**config.mk**
```make
export PLATFORM = sky130hd
export DESIGN_NAME = sar_converter_sequencer
export DESIGN_NICKNAME = d
export VERILOG_FILES = /design/src/rtl/sar_pkg.sv /design/src/rtl/sar_prescaler.sv /design/src/rtl/sar_converter_sequencer.sv
export VERILOG_INCLUDE_DIRS = /design/src /design/src/rtl
export SDC_FILE = /design/constraint.sdc
export NUM_CORES = 1
export LEC_CHECK = 0
export ABC_AREA = 0
export BUFFER_PORTS_ARGS = -buffer_cell sky130_fd_sc_hd__buf_2
export CORE_MARGIN = 2
export CORE_UTILIZATION = 55
export CTS_CLUSTER_SIZE = 24
export DETAILED_ROUTE_END_ITERATION = 6
export PLACE_DENSITY_LB_ADDON = 0.25
export SLEW_MARGIN = 20
export SYNTH_ARGS = -nofsm -noshare
export SYNTH_HDL_FRONTEND = slang
export SYNTH_HIERARCHICAL = 1
export SYNTH_SLANG_ARGS = --single-unit
export TNS_END_PERCENT = 5
```
**constraint.sdc**
```tcl
create_clock -name aclk -period 2.4 [get_ports aclk]
set_input_delay 0.24 -clock aclk [delete_from_list [all_inputs] [get_ports aclk]]
set_output_delay 0.24 -clock aclk [all_outputs]
set_load 0.05 [all_outputs]
```
**src/rtl/sar_map.svh**
```systemverilog
// register offsets, field positions, reset values and timing counts
// assumes: included by bare name from rtl/ sources, definitions only
`ifndef SAR_MAP_SVH
`define SAR_MAP_SVH

// register byte offsets
`define OFS_INPUT_SELECT 4'h0
`define OFS_CTRL_STATUS  4'h4
`define OFS_RESULT_LOW   4'h8
`define OFS_RESULT_HIGH  4'hC

// input_select_register fields
`define SEL_REF_MSB      7
`define SEL_REF_LSB      6
`define SEL_LEFT_BIT     5
`define SEL_CHAN_MSB     3
`define SEL_CHAN_LSB     0

// converter_control_status fields
`define CS_ENABLE_BIT    7
`define CS_START_BIT     6
`define CS_FREE_BIT      5
`define CS_FLAG_BIT      4
`define CS_IE_BIT        3
`define CS_PS_MSB        2
`define CS_PS_LSB        0

// reset values
`define RST_SEL          6'h00
`define RST_PS           3'h0
`define RST_RESULT       10'h000

// conversion timing in converter clock cycles
`define CONV_CYC_NORMAL  5'd13
`define CONV_CYC_FIRST   5'd25
`define SAMPLE_NORMAL    5'd1
`define SAMPLE_FIRST     5'd13
`define SAR_MSB_MASK     10'h200

// axi responses
`define RESP_OKAY        2'h0
`define RESP_SLVERR      2'h2

`endif

```
**src/rtl/sar_pkg.sv**
```systemverilog
// types shared by the converter sequencer and its bench
// assumes: compiled before every other rtl file
`default_nettype none

package sar_pkg;

  // sequencer states, gray along idle -> armed -> converting
  typedef enum logic [1:0] {
    ST_IDLE  = 2'h0,
    ST_ARMED = 2'h1,
    ST_CONV  = 2'h3
  } seq_state_t;

  // selection presented to the analog multiplexer
  typedef struct packed {
    logic [1:0] reference_select;
    logic [3:0] channel_select;
  } mux_sel_t;

endpackage

`default_nettype wire

```
**src/rtl/sar_prescaler.sv**
```systemverilog
// converter clock prescaler: one-cycle rise and fall enables
// assumes: single aclk domain, run low keeps the divider in reset
`default_nettype none

module sar_prescaler #(
  parameter int PS_W  = 3,
  parameter int CNT_W = 7
) (
  // clock and reset
  input  wire logic             aclk,
  input  wire logic             aresetn,
  // control
  input  wire logic             run,
  input  wire logic [PS_W-1:0]  sel,
  // converter clock edges
  output logic                  rise,
  output logic                  fall
);

  // the counter must reach the largest ratio
  if (CNT_W < (1 << PS_W) - 1) begin : g_bad_width
    $error("prescaler counter too narrow for the ratio field");
  end

  logic [CNT_W-1:0] count_q;
  logic [CNT_W:0]   pow;
  logic [CNT_W-1:0] last;
  logic [CNT_W-1:0] half;

  // ratios 2,2,4,...,128: code zero doubles up on 2
  assign pow  = (CNT_W+1)'(1) << sel;
  assign last = (sel == '0) ? CNT_W'(1) : CNT_W'(pow - (CNT_W+1)'(1));
  assign half = last >> 1;
  assign rise = run && (count_q == last);
  assign fall = run && (count_q == half);

  // divider, held at zero while disabled
  always_ff @(posedge aclk) begin
    if (!aresetn || !run) begin
      count_q <= '0;
    end else if (count_q >= last) begin
      count_q <= '0;
    end else begin
      count_q <= count_q + CNT_W'(1);
    end
  end

endmodule

`default_nettype wire

```
**src/rtl/sar_converter_sequencer.sv**
```systemverilog
// converter sequencer: axi4-lite registers, prescaler, sar sequencing
// assumes: one aclk domain, comparator answer synchronous to aclk
// Notes on behaviour
// - ten-bit code by successive approximation, zero is ground
// - channel field picks input pin, ground or bandgap
// - reference and channel reach the converter only while enabled
// - result right aligned, left aligned when left-align bit set
// - reading low byte locks result until high byte is read
// - done flag still sets when a locked result is dropped
// - start bit begins conversion, reads one, single mode clears it
// - channel change mid-conversion applies after current conversion
// - free running restarts at once, start stays high
// - prescaler divides by selected ratio, reset while disabled
// - conversion begins at next converter clock rising edge
// - normal conversion 13 cycles, first after enable 25
// - sample-and-hold at 1.5 cycles, or 13.5 on first conversion
// - result stored and done flag set in the same step
// - selection held during conversion, reloads in last cycle
//
// The register addresses and the AXI4-Lite slave port were decided locally.
`default_nettype none
`include "sar_map.svh"

module sar_converter_sequencer #(
  parameter int ADDR_W = 4
) (
  // clock and reset
  input  wire logic            aclk,
  input  wire logic            aresetn,
  // axi4-lite write
  input  wire logic [ADDR_W-1:0] awaddr,
  input  wire logic            awvalid,
  output logic                 awready,
  input  wire logic [31:0]     wdata,
  input  wire logic [3:0]      wstrb,
  input  wire logic            wvalid,
  output logic                 wready,
  output logic [1:0]           bresp,
  output logic                 bvalid,
  input  wire logic            bready,
  // axi4-lite read
  input  wire logic [ADDR_W-1:0] araddr,
  input  wire logic            arvalid,
  output logic                 arready,
  output logic [31:0]          rdata,
  output logic [1:0]           rresp,
  output logic                 rvalid,
  input  wire logic            rready,
  // interrupt
  output logic                 irq,
  input  wire logic            irq_ack,
  // analog front end
  output sar_pkg::mux_sel_t    analog_sel,
  output logic                 analog_on,
  output logic                 sample_hold,
  output logic [9:0]           trial_code,
  input  wire logic            comp_keep
);
  import sar_pkg::*;

  if (ADDR_W < 4) begin : g_bad_addr
    $error("address too narrow for the register map");
  end

  // ------------------------------------------------------------
  // register decode
  // ------------------------------------------------------------

  // one decode shared by the read and write paths
  function automatic logic addr_ok(input logic [ADDR_W-1:0] a);
    logic [3:0] o;
    o = a[3:0];
    if ((a >> 4) != '0) begin
      return 1'b0;
    end else if (o == `OFS_INPUT_SELECT) begin
      return 1'b1;
    end else if (o == `OFS_CTRL_STATUS) begin
      return 1'b1;
    end else if (o == `OFS_RESULT_LOW) begin
      return 1'b1;
    end else if (o == `OFS_RESULT_HIGH) begin
      return 1'b1;
    end else begin
      return 1'b0;
    end
  endfunction

  logic              awready_q, wready_q, bvalid_q, arready_q, rvalid_q;
  logic              aw_got_q, w_got_q;
  logic [ADDR_W-1:0] waddr_q;
  logic [7:0]        wbyte_q;
  logic              wlane_q;
  logic [1:0]        bresp_q, rresp_q;
  logic [31:0]       rdata_q;
  logic              wr_fire, wr_sel, wr_ctrl, rd_fire, rd_low, rd_high;

  // control and status state
  logic [1:0]        ref_q;
  logic [3:0]        chan_q;
  logic              left_q, en_q, start_q, free_q, flag_q, ie_q;
  logic [2:0]        ps_q;
  logic [9:0]        raw_q;
  logic              lock_q, long_q, first_q, irq_q;
  seq_state_t        state_q;
  logic [4:0]        cyc_q;
  logic [9:0]        sar_q, mask_q, trial_q;
  mux_sel_t          hold_q;
  logic              on_q, sh_q;
  logic              rise, fall, done_now;
  logic [4:0]        last_cyc, samp_cyc;
  logic [7:0]        lo_byte, hi_byte;

  assign wr_fire = aw_got_q && w_got_q && !bvalid_q;
  assign wr_sel  = wr_fire && wlane_q && (waddr_q == ADDR_W'(`OFS_INPUT_SELECT));
  assign wr_ctrl = wr_fire && wlane_q && (waddr_q == ADDR_W'(`OFS_CTRL_STATUS));
  assign rd_fire = arvalid && arready_q;
  assign rd_low  = rd_fire && (araddr == ADDR_W'(`OFS_RESULT_LOW));
  assign rd_high = rd_fire && (araddr == ADDR_W'(`OFS_RESULT_HIGH));

  // ------------------------------------------------------------
  // axi4-lite slave
  // ------------------------------------------------------------

  // write address and data are taken in either order
  always_ff @(posedge aclk) begin
    if (!aresetn) begin
      awready_q <= 1'b0;
      aw_got_q  <= 1'b0;
      waddr_q   <= '0;
    end else if (awvalid && awready_q) begin
      awready_q <= 1'b0;
      aw_got_q  <= 1'b1;
      waddr_q   <= awaddr;
    end else if (wr_fire) begin
      aw_got_q  <= 1'b0;
    end else if (!aw_got_q && !bvalid_q) begin
      awready_q <= 1'b1;
    end
  end

  always_ff @(posedge aclk) begin
    if (!aresetn) begin
      wready_q <= 1'b0;
      w_got_q  <= 1'b0;
      wbyte_q  <= '0;
      wlane_q  <= 1'b0;
    end else if (wvalid && wready_q) begin
      wready_q <= 1'b0;
      w_got_q  <= 1'b1;
      wbyte_q  <= wdata[7:0];
      wlane_q  <= wstrb[0];
    end else if (wr_fire) begin
      w_got_q  <= 1'b0;
    end else if (!w_got_q && !bvalid_q) begin
      wready_q <= 1'b1;
    end
  end

  // response one cycle after both halves are held
  always_ff @(posedge aclk) begin
    if (!aresetn) begin
      bvalid_q <= 1'b0;
      bresp_q  <= `RESP_OKAY;
    end else if (wr_fire) begin
      bvalid_q <= 1'b1;
      bresp_q  <= addr_ok(waddr_q) ? `RESP_OKAY : `RESP_SLVERR;
    end else if (bready) begin
      bvalid_q <= 1'b0;
    end
  end

  // result bytes formatted at read time from the stored code
  // alignment select
  assign lo_byte = left_q ? {raw_q[1:0], 6'h00} : raw_q[7:0];
  assign hi_byte = left_q ? raw_q[9:2] : {6'h00, raw_q[9:8]};

  // read answers one cycle after the address is taken
  always_ff @(posedge aclk) begin
    if (!aresetn) begin
      arready_q <= 1'b0;
      rvalid_q  <= 1'b0;
      rdata_q   <= '0;
      rresp_q   <= `RESP_OKAY;
    end else if (rd_fire) begin
      arready_q <= 1'b0;
      rvalid_q  <= 1'b1;
      rresp_q   <= addr_ok(araddr) ? `RESP_OKAY : `RESP_SLVERR;
      if (araddr == ADDR_W'(`OFS_INPUT_SELECT)) begin
        rdata_q <= {24'h000000, ref_q, left_q, 1'b0, chan_q};
      end else if (araddr == ADDR_W'(`OFS_CTRL_STATUS)) begin
        rdata_q <= {24'h000000, en_q, start_q, free_q, flag_q, ie_q, ps_q};
      end else if (araddr == ADDR_W'(`OFS_RESULT_LOW)) begin
        rdata_q <= {24'h000000, lo_byte};
      end else if (araddr == ADDR_W'(`OFS_RESULT_HIGH)) begin
        rdata_q <= {24'h000000, hi_byte};
      end else begin
        rdata_q <= '0;
      end
    end else if (rvalid_q && rready) begin
      rvalid_q  <= 1'b0;
    end else if (!rvalid_q) begin
      arready_q <= 1'b1;
    end
  end

  // ------------------------------------------------------------
  // software registers
  // ------------------------------------------------------------

  // input selection, free to change at any time
  always_ff @(posedge aclk) begin
    if (!aresetn) begin
      {ref_q, chan_q} <= `RST_SEL;
      left_q          <= 1'b0;
    end else if (wr_sel) begin
      ref_q  <= wbyte_q[`SEL_REF_MSB:`SEL_REF_LSB];
      left_q <= wbyte_q[`SEL_LEFT_BIT];
      chan_q <= wbyte_q[`SEL_CHAN_MSB:`SEL_CHAN_LSB];
    end
  end

  // plain control bits
  // three-bit ratio field
  always_ff @(posedge aclk) begin
    if (!aresetn) begin
      en_q   <= 1'b0;
      free_q <= 1'b0;
      ie_q   <= 1'b0;
      ps_q   <= `RST_PS;
    end else if (wr_ctrl) begin
      en_q   <= wbyte_q[`CS_ENABLE_BIT];
      free_q <= wbyte_q[`CS_FREE_BIT];
      ie_q   <= wbyte_q[`CS_IE_BIT];
      ps_q   <= wbyte_q[`CS_PS_MSB:`CS_PS_LSB];
    end
  end

  // start bit: a new write wins over the clear at completion
  // start and self-clear
  always_ff @(posedge aclk) begin
    if (!aresetn) begin
      start_q <= 1'b0;
    end else if (wr_ctrl && wbyte_q[`CS_START_BIT] && wbyte_q[`CS_ENABLE_BIT]) begin
      start_q <= 1'b1;
    end else if (!en_q) begin
      start_q <= 1'b0;
    end else if (done_now && !free_q) begin
      start_q <= 1'b0;
    end
  end

  // done flag: hardware set beats a clear in the same cycle
  // sets even when dropped
  always_ff @(posedge aclk) begin
    if (!aresetn) begin
      flag_q <= 1'b0;
    end else if (done_now) begin
      flag_q <= 1'b1;
    end else if ((wr_ctrl && wbyte_q[`CS_FLAG_BIT]) || irq_ack) begin
      flag_q <= 1'b0;
    end
  end

  always_ff @(posedge aclk) begin
    if (!aresetn) begin
      irq_q <= 1'b0;
    end else begin
      irq_q <= flag_q && ie_q;
    end
  end

  // ------------------------------------------------------------
  // result bytes and read lock
  // ------------------------------------------------------------

  // low read locks, high read frees
  always_ff @(posedge aclk) begin
    if (!aresetn) begin
      lock_q <= 1'b0;
    end else if (rd_high) begin
      lock_q <= 1'b0;
    end else if (rd_low) begin
      lock_q <= 1'b1;
    end
  end

  // a code finished while locked is dropped
  // store with the flag
  always_ff @(posedge aclk) begin
    if (!aresetn) begin
      raw_q <= `RST_RESULT;
    end else if (done_now && !lock_q) begin
      raw_q <= sar_q;
    end
  end

  // ------------------------------------------------------------
  // conversion sequencing
  // ------------------------------------------------------------

  sar_prescaler #(
    .PS_W  (3),
    .CNT_W (7)
  ) u_prescaler (
    .aclk    (aclk),
    .aresetn (aresetn),
    .run     (en_q),
    .sel     (ps_q),
    .rise    (rise),
    .fall    (fall)
  );

  assign last_cyc = long_q ? `CONV_CYC_FIRST - 5'd1 : `CONV_CYC_NORMAL - 5'd1;
  assign samp_cyc = long_q ? `SAMPLE_FIRST : `SAMPLE_NORMAL;
  assign done_now = (state_q == ST_CONV) && rise && (cyc_q == last_cyc);

  // first conversion after switching on is the long one
  always_ff @(posedge aclk) begin
    if (!aresetn) begin
      first_q <= 1'b0;
    end else if (wr_ctrl && wbyte_q[`CS_ENABLE_BIT] && !en_q) begin
      first_q <= 1'b1;
    end else if (state_q == ST_ARMED && rise) begin
      first_q <= 1'b0;
    end
  end

  // start waits for a converter clock rise
  always_ff @(posedge aclk) begin
    if (!aresetn || !en_q) begin
      state_q <= ST_IDLE;
      cyc_q   <= '0;
      long_q  <= 1'b0;
    end else begin
      case (state_q)
        ST_IDLE: begin
          if (start_q) begin
            state_q <= ST_ARMED;
          end
        end
        ST_ARMED: begin
          if (rise) begin
            state_q <= ST_CONV;
            cyc_q   <= '0;
            long_q  <= first_q;
          end
        end
        ST_CONV: begin
          if (done_now) begin
            cyc_q   <= '0;
            long_q  <= 1'b0;
            state_q <= free_q ? ST_CONV : ST_IDLE;
          end else if (rise) begin
            cyc_q <= cyc_q + 5'd1;
          end
        end
        default: begin
          state_q <= ST_IDLE;
        end
      endcase
    end
  end

  // sample half a cycle into the sample cycle
  // one bit per cycle, msb first
  always_ff @(posedge aclk) begin
    if (!aresetn || state_q != ST_CONV) begin
      sar_q   <= '0;
      mask_q  <= '0;
      trial_q <= '0;
      sh_q    <= 1'b0;
    end else begin
      sh_q <= fall && (cyc_q == samp_cyc);
      if (done_now) begin
        sar_q   <= '0;
        mask_q  <= '0;
        trial_q <= '0;
      end else if (fall && cyc_q == samp_cyc) begin
        sar_q   <= '0;
        mask_q  <= `SAR_MSB_MASK;
        trial_q <= `SAR_MSB_MASK;
      end else if (rise && cyc_q > samp_cyc && mask_q != '0) begin
        sar_q   <= comp_keep ? trial_q : sar_q;
        mask_q  <= mask_q >> 1;
        trial_q <= (comp_keep ? trial_q : sar_q) | (mask_q >> 1);
      end
    end
  end

  // selection frozen from the first conversion cycle to the final cycle
  // new channel waits for the next conversion
  // nothing reaches the converter while disabled
  // channel code passed to the multiplexer
  always_ff @(posedge aclk) begin
    if (!aresetn || !en_q) begin
      hold_q <= '0;
      on_q   <= 1'b0;
    end else begin
      on_q <= 1'b1;
      if (state_q != ST_CONV || cyc_q == last_cyc) begin
        hold_q <= '{reference_select: ref_q, channel_select: chan_q};
      end
    end
  end

  // ------------------------------------------------------------
  // outputs, all straight from flops
  // ------------------------------------------------------------
  assign awready     = awready_q;
  assign wready      = wready_q;
  assign bvalid      = bvalid_q;
  assign bresp       = bresp_q;
  assign arready     = arready_q;
  assign rvalid      = rvalid_q;
  assign rdata       = rdata_q;
  assign rresp       = rresp_q;
  assign irq         = irq_q;
  assign analog_sel  = hold_q;
  assign analog_on   = on_q;
  assign sample_hold = sh_q;
  assign trial_code  = trial_q;
endmodule

`default_nettype wire

```
== Word-level counts from Yosys, hierarchy flattened ==
Index checks and enable logic that the tools add are counted.

* Bits in registers: 137
* Bits of input ports: 53
* Output and inout bits: 60
* Word-level logic and storage cells: 189

* $add $sub $neg: 3
* Order comparisons: 2
* Equality and inequality tests: 18
* Shift operators: 1
* Mux-type cells: 55
* Bitwise gates (word level): 5
* Reduce and logical (&&, ||, !) cells: 66

{| class="wikitable"
|+ Operators with widths
! kind !! count
|-
| 10-bit 2-to-1 mux || 5
|-
| 8-bit 2-to-1 mux || 6
|-
| 1-bit logical AND || 29
|-
| 1-bit 2-to-1 mux || 29
|-
| 5-bit 2-to-1 mux || 4
|-
| 4-bit equality test (second input constant) || 4
|-
| 2-bit nonzero test || 8
|-
| 2-bit 2-to-1 mux || 6
|-
| 2-bit OR reduction || 6
|-
| 10-bit by 9-bit OR with 10-bit output || 1
|-
| 5-bit case mux with 2 select lines || 1
|-
| 10-bit nonzero test || 1
|-
| 3-bit AND reduction || 3
|-
| 4-bit by 3-bit equality test with 1-bit output (second input constant) || 2
|-
| 4-bit zero test || 2
|-
| 2-bit inequality test (second input constant) || 4
|-
| 7-bit by 1-bit adder with 7-bit output (second input constant) || 1
|-
| 7-bit by 6-bit equality test with 1-bit output || 1
|-
| 7-bit equality test || 1
|-
| 7-bit >= comparator || 1
|-
| 1-bit zero test || 7
|-
| 7-bit 2-to-1 mux || 1
|-
| 1-bit by 3-bit << shifter with 7-bit output (first input constant) || 1
|-
| 7-bit by 1-bit subtractor with 7-bit output (second input constant) || 1
|-
| 17 further kinds || 25
|}

== Logic depth before layout (Yosys ltp) ==
* Depth after elaboration: 11
* Mapped depth: 11

== Cells and area by module ==
Netlist, hierarchy kept.

{| class="wikitable"
|+ Modules (own cells, without submodules)
! module !! instances !! cells each !! area each (um2) !! sequential area each (um2)
|-
| sar_converter_sequencer || 1 || 560 || 4732.0 || 2082.0
|-
| sar_prescaler || 1 || 64 || 560.5 || 140.1
|}

== Least setup slack after synthesis ==
Ideal clock, no wire load.

* Path type: register to register
* From: register ps_q[2]
* To: register trial_q[8] (netlist: trial_code[8])
* Setup time: 0.136 ns
* Arrival time: 1.983 ns
* Required time: 2.264 ns
* Path slack: 0.281 ns
* Cell stages (with the launch flop): 12
* Clock period less this slack: 2.119 ns
* Cell sequence: dfxtp_1 buf_6 nand3_1 ha_1 nand4_1 nor2_1 buf_2 a31o_1 nand2b_1 buf_2 buf_2 a211oi_2

* Longest elaborated chain between the ends: 8
* Elaborated cells on any way between the ends: 14
* Classes of those cells: add/sub: 1; eq/ne: 2; shift: 1; mux: 1; reduce/logical: 9

{| class="wikitable"
|+ Ends and longest elaborated chain
! element !! line !! source
|-
| start, declared || sar_converter_sequencer.sv:101 || <nowiki>logic [2:0] ps_q;</nowiki>
|-
| start signal, assigned || sar_converter_sequencer.sv:229 || <nowiki>ps_q <= `RST_PS;</nowiki>
|-
| start signal, assigned || sar_converter_sequencer.sv:234 || <nowiki>ps_q <= wbyte_q[`CS_PS_MSB:`CS_PS_LSB];</nowiki>
|-
| 1-bit by 3-bit << shifter with 7-bit output || sar_prescaler.sv:31 || <nowiki>assign pow = (CNT_W+1)'(1) << sel;</nowiki>
|-
| 7-bit by 1-bit subtractor with 7-bit output || sar_prescaler.sv:32 || <nowiki>assign last = (sel == '0) ? CNT_W'(1) : CNT_W'(pow - (CNT_W+1)'(1));</nowiki>
|-
| 7-bit 2-to-1 mux * || sar_prescaler.sv:32 ||
|-
| 7-bit equality test * || sar_prescaler.sv:34 || <nowiki>assign rise = run && (count_q == last);</nowiki>
|-
| 1-bit logical AND * || sar_prescaler.sv:34 ||
|-
| via rise || sar_converter_sequencer.sv:109 || <nowiki>logic rise, fall, done_now;</nowiki>
|-
| 1-bit logical AND (2 in series) || sar_converter_sequencer.sv:315 || <nowiki>assign done_now = (state_q == ST_CONV) && rise && (cyc_q == last_cyc);</nowiki>
|-
| 3-bit OR reduction (no line) || - ||
|-
| end signal, assigned || sar_converter_sequencer.sv:381 || <nowiki>trial_q <= `SAR_MSB_MASK;</nowiki>
|-
| end signal, assigned || sar_converter_sequencer.sv:385 || <nowiki>trial_q <= (comp_keep ? trial_q : sar_q) | (mask_q >> 1);</nowiki>
|-
| end, declared || sar_converter_sequencer.sv:106 || <nowiki>logic [9:0] sar_q, mask_q, trial_q;</nowiki>
|}

The timed path passes the listed nets; every way through them passes the cells marked *.
A chain may end at the register's enable or synchronous reset.

== Worst setup path after layout ==
* From: register ps_q[2]
* To: register state_q[0]

* Longest elaborated chain between the ends: 9
* Elaborated cells on any way between the ends: 11
* Classes of those cells: add/sub: 1; eq/ne: 3; shift: 1; mux: 1; reduce/logical: 5

{| class="wikitable"
|+ Ends and longest elaborated chain
! element !! line !! source
|-
| 1-bit by 3-bit << shifter with 7-bit output || sar_prescaler.sv:31 ||
|-
| 7-bit by 1-bit subtractor with 7-bit output || sar_prescaler.sv:32 ||
|-
| 7-bit 2-to-1 mux * || sar_prescaler.sv:32 ||
|-
| 7-bit equality test * || sar_prescaler.sv:34 ||
|-
| 1-bit logical AND * || sar_prescaler.sv:34 ||
|-
| via rise || sar_converter_sequencer.sv:109 ||
|-
| 1-bit logical AND (2 in series) || sar_converter_sequencer.sv:315 ||
|-
| 2-bit inequality test (no line) || - ||
|-
| 3-bit AND reduction (no line) * || - ||
|-
| end signal, assigned || sar_converter_sequencer.sv:352 || <nowiki>state_q <= free_q ? ST_CONV : ST_IDLE;</nowiki>
|-
| end, declared || sar_converter_sequencer.sv:104 || <nowiki>seq_state_t state_q;</nowiki>
|}

Marked as above.

==> flow_summary.json <==
{
  "status": "complete, no violations",
  "clock_sinks": 111,
  "worst_skew_pair.late_latency_ns": 0.39,
  "final_cell_mix": "dfxtp_1 (108), a21oi_1 (67), nand2_1 (64)",
  "cp.arrival_ns": 2.48,
  "syn_avg_cell_area_sq_um": 8.48,
  "fmax_mhz": 450,
  "drt-wirelength-per-cell_um": 14.1,
  "vias": 4367,
  "diodes": 0,
  "hold_class": "in2reg",
  "fin_nets": 732,
  "crit_fanout": 10,
  "dp_hpwl_mm": 8.06,
  "portBuffers": 59,
  "synth_flop_cell": "dfxtp_1",
  "die_w_um": 102,
  "yosys_warnings": 6,
  "synth-seq-cells": 111,
  "drt_pass1_iterations": 7,
  "syn_inst": 624,
  "fill_cells": 828,
  "tightest_slew_ns": 0.551,
  "grt_pass1_vias": 4023,
  "synth_area_leaders": "dfxtp_1 (42%), a21oi_1 (6.3%), nand2_1 (4.5%)",
  "synth_enable_flop_cells": 0,
  "rows": 35,
  "timing.hold.ws_ns": 0.0812,
  "grt_pass1_wl_mm": 19.0,
  "die_h_um": 102,
  "fin_crit_ns": 2.22,
  "fin_skew_ns": 0.0197,
  "setup_viol": 0,
  "max-vdd-ir-drop_mv": 0.353,
  "clockBufferDepth": 2,
  "drtIter0Drc": 294,
  "endpoint_kind": "flop",
  "powerDensity_nw_per_um2": 576,
  "cts_buffers": 9,
  "cts_tree": "built",
  "grt-ovfl-total": 0,
  "yosysTopAreaCell": "dfxtp_1",
  "htreeDepth": 3,
  "final_common_cell": "dfxtp_1",
  "start_util": 0.570,
  "leakagePower_nw": 2.26,
  "dieArea_sq_um": 10400,
  "required_ns": 2.66,
  "ant_nets": 0,
  "drc": 0,
  "antenna_found_initial": 0,
  "ys_seq_area_frac": 0.420,
  "path_clk_slew_ns": 0.12,
  "wirelength_mm": 11.3,
  "slew_headroom": 0.629,
  "ys_types": 63,
  "critPathKind": "reg2reg",
  "final.setup.tns_ns": 0,
  "finalCritPeriodShare": 0.925,
  "vias_per_cell": 5.45,
  "area_growth_pct": 9.20,
  "routabilityCongestion": 0.844,
  "ios": 113,
  "grt_max_degree": 38,
  "rsz0062_at_grt": "no",
  "core_sq_um": 9280,
  "clockRootBuffer": "clkbuf_8",
  "drv_cap": 0,
  "hold_viol": 0,
  "synthArstFlopShare": 0,
  "r2r_slack_ns": 0.18,
  "maxSlewViolCount": 0,
  "drive_gt1_frac": 0.164,
  "worstSetupStartpointType": "flop",
  "grt_usage": 0.225,
  "synth_area_sq_um": 5290,
  "synth_top_cell_area_share": 0.420
}
-- per-stage QoR --
| stage | worst slack [ns] | util | total power [mW] | instances | instance area, sq um |
|---|---|---|---|---|---|
| after CTS | 0.0632 | 0.620 | 3.35 | 800 | 5760 |
| after detailed placement | 0.0550 | 0.599 | 2.25 | 784 | 5560 |
| after floorplan | 0.281 | - | 2.22 | 649 | 5390 |
| after global routing | 0.0246 | 0.623 | 3.45 | 801 | 5780 |
| after global placement | 0.200 | 0.599 | 2.24 | 784 | 5560 |
| final | 0.179 | 0.623 | 3.33 | 801 | 5780 |
-- final timing paths --
check | start | to | cells past startpoint
min | wdata[7] | wbyte_q[7] | 3
max | ps_q[2] | state_q[0] | 9
min reg2reg | first_q | long_q | 2
max reg2reg | ps_q[2] | state_q[0] | 9
-- registers in the layout, indices dropped and copies added, names as in the netlist, 2 cells and up --
register / cells
chan_q: 4
analog_sel: 6
rdata: 8
u_prescaler/count_q: 7
cyc_q: 5
mask_q: 10
ps_q: 3
waddr_q: 4
state_q: 2
raw_q: 10
wbyte_q: 8
sar_q: 10
ref_q: 2
trial_code: 10
-- area by class of cell --
cell class / instances / area, sq um / area share
Clock buffer: 9 / 124 / 0.0214
Clock inverter: 7 / 75.1 / 0.0130
Inverter: 12 / 45.0 / 0.00779
Multi-Input combinational cell: 460 / 2710 / 0.469
Sequential cell: 111 / 2230 / 0.385
Tap cell: 129 / 161 / 0.0279
Timing Repair Buffer: 73 / 438 / 0.0758
-- where the power goes --
part / internal [mW] / leakage [nW] / switching, mW
combinational: 0.0683 / 1.26 / 0.240
sequential: 1.87 / 0.899 / 0.0254
clock: 0.413 / 0.102 / 0.711
total: 2.35 / 2.26 / 0.976
-- timing repair --
item | 4_1_cts | 5_1_grt
setup buffers | 0 | 1
endpoints found under the hold margin | 0 | 0
hold buffers | 0 | 0
endpoints found under the setup margin | 0 | 33
gates resized for setup | 0 | 4
-- layer usage --
| layer | track usage | routed length (um) |
|---|---|---|
| met1 | 0.315 | 5470 |
| met2 | 0.364 | 5270 |
| met3 | 0.0363 | 498 |
| met4 | 0.0574 | 85 |
| met5 | 0 | 0 |
-- logic make-up after synthesis --
family | count (synthesis) | synth area share
flops | 111 | 0.420
simple gates | 227 | 0.210
fa+ha+maj | 12 | 0.0284
other cells | 1 | 0.000709
compound gates | 162 | 0.195
xor+xnor | 14 | 0.0232
mux | 19 | 0.0362
buf+inv | 78 | 0.0870
-- cells in the mapped netlist (all sizes together) (2+ instances only) --
cell,count
a21o,2
inv,12
nand4,7
nor3b,2
o21ai,37
a22oi,4
o211ai,3
a311oi,3
o21a,3
nor3,7
dfxtp,111
and3b,3
xnor2,3
a21boi,2
nand4b,3
or2,2
nand3,37
a31oi,9
a21oi,69
a211oi,13
xor2,11
and2,5
ha,12
o211a,2
mux2i,18
nand3b,4
a211o,2
clkbuf,16
a21bo,5
or3,5
and3,2
o32ai,2
buf,50
nand2,64
nand2b,12
nor4,5
nor2b,2
nor2,63
-- worst max-delay path: stages, from the launching register on --
cell and delay [ns]:
dfxtp_2 0.42, nand3_1 0.14, ha_1 0.34, nand4_1 0.15
nor2_1 0.15, buf_4 0.19, nand3_1 0.13, or3_1 0.36
nor2_1 0.13, o32ai_1 0.10
Note: power is estimated with default switching activity, not from simulation.
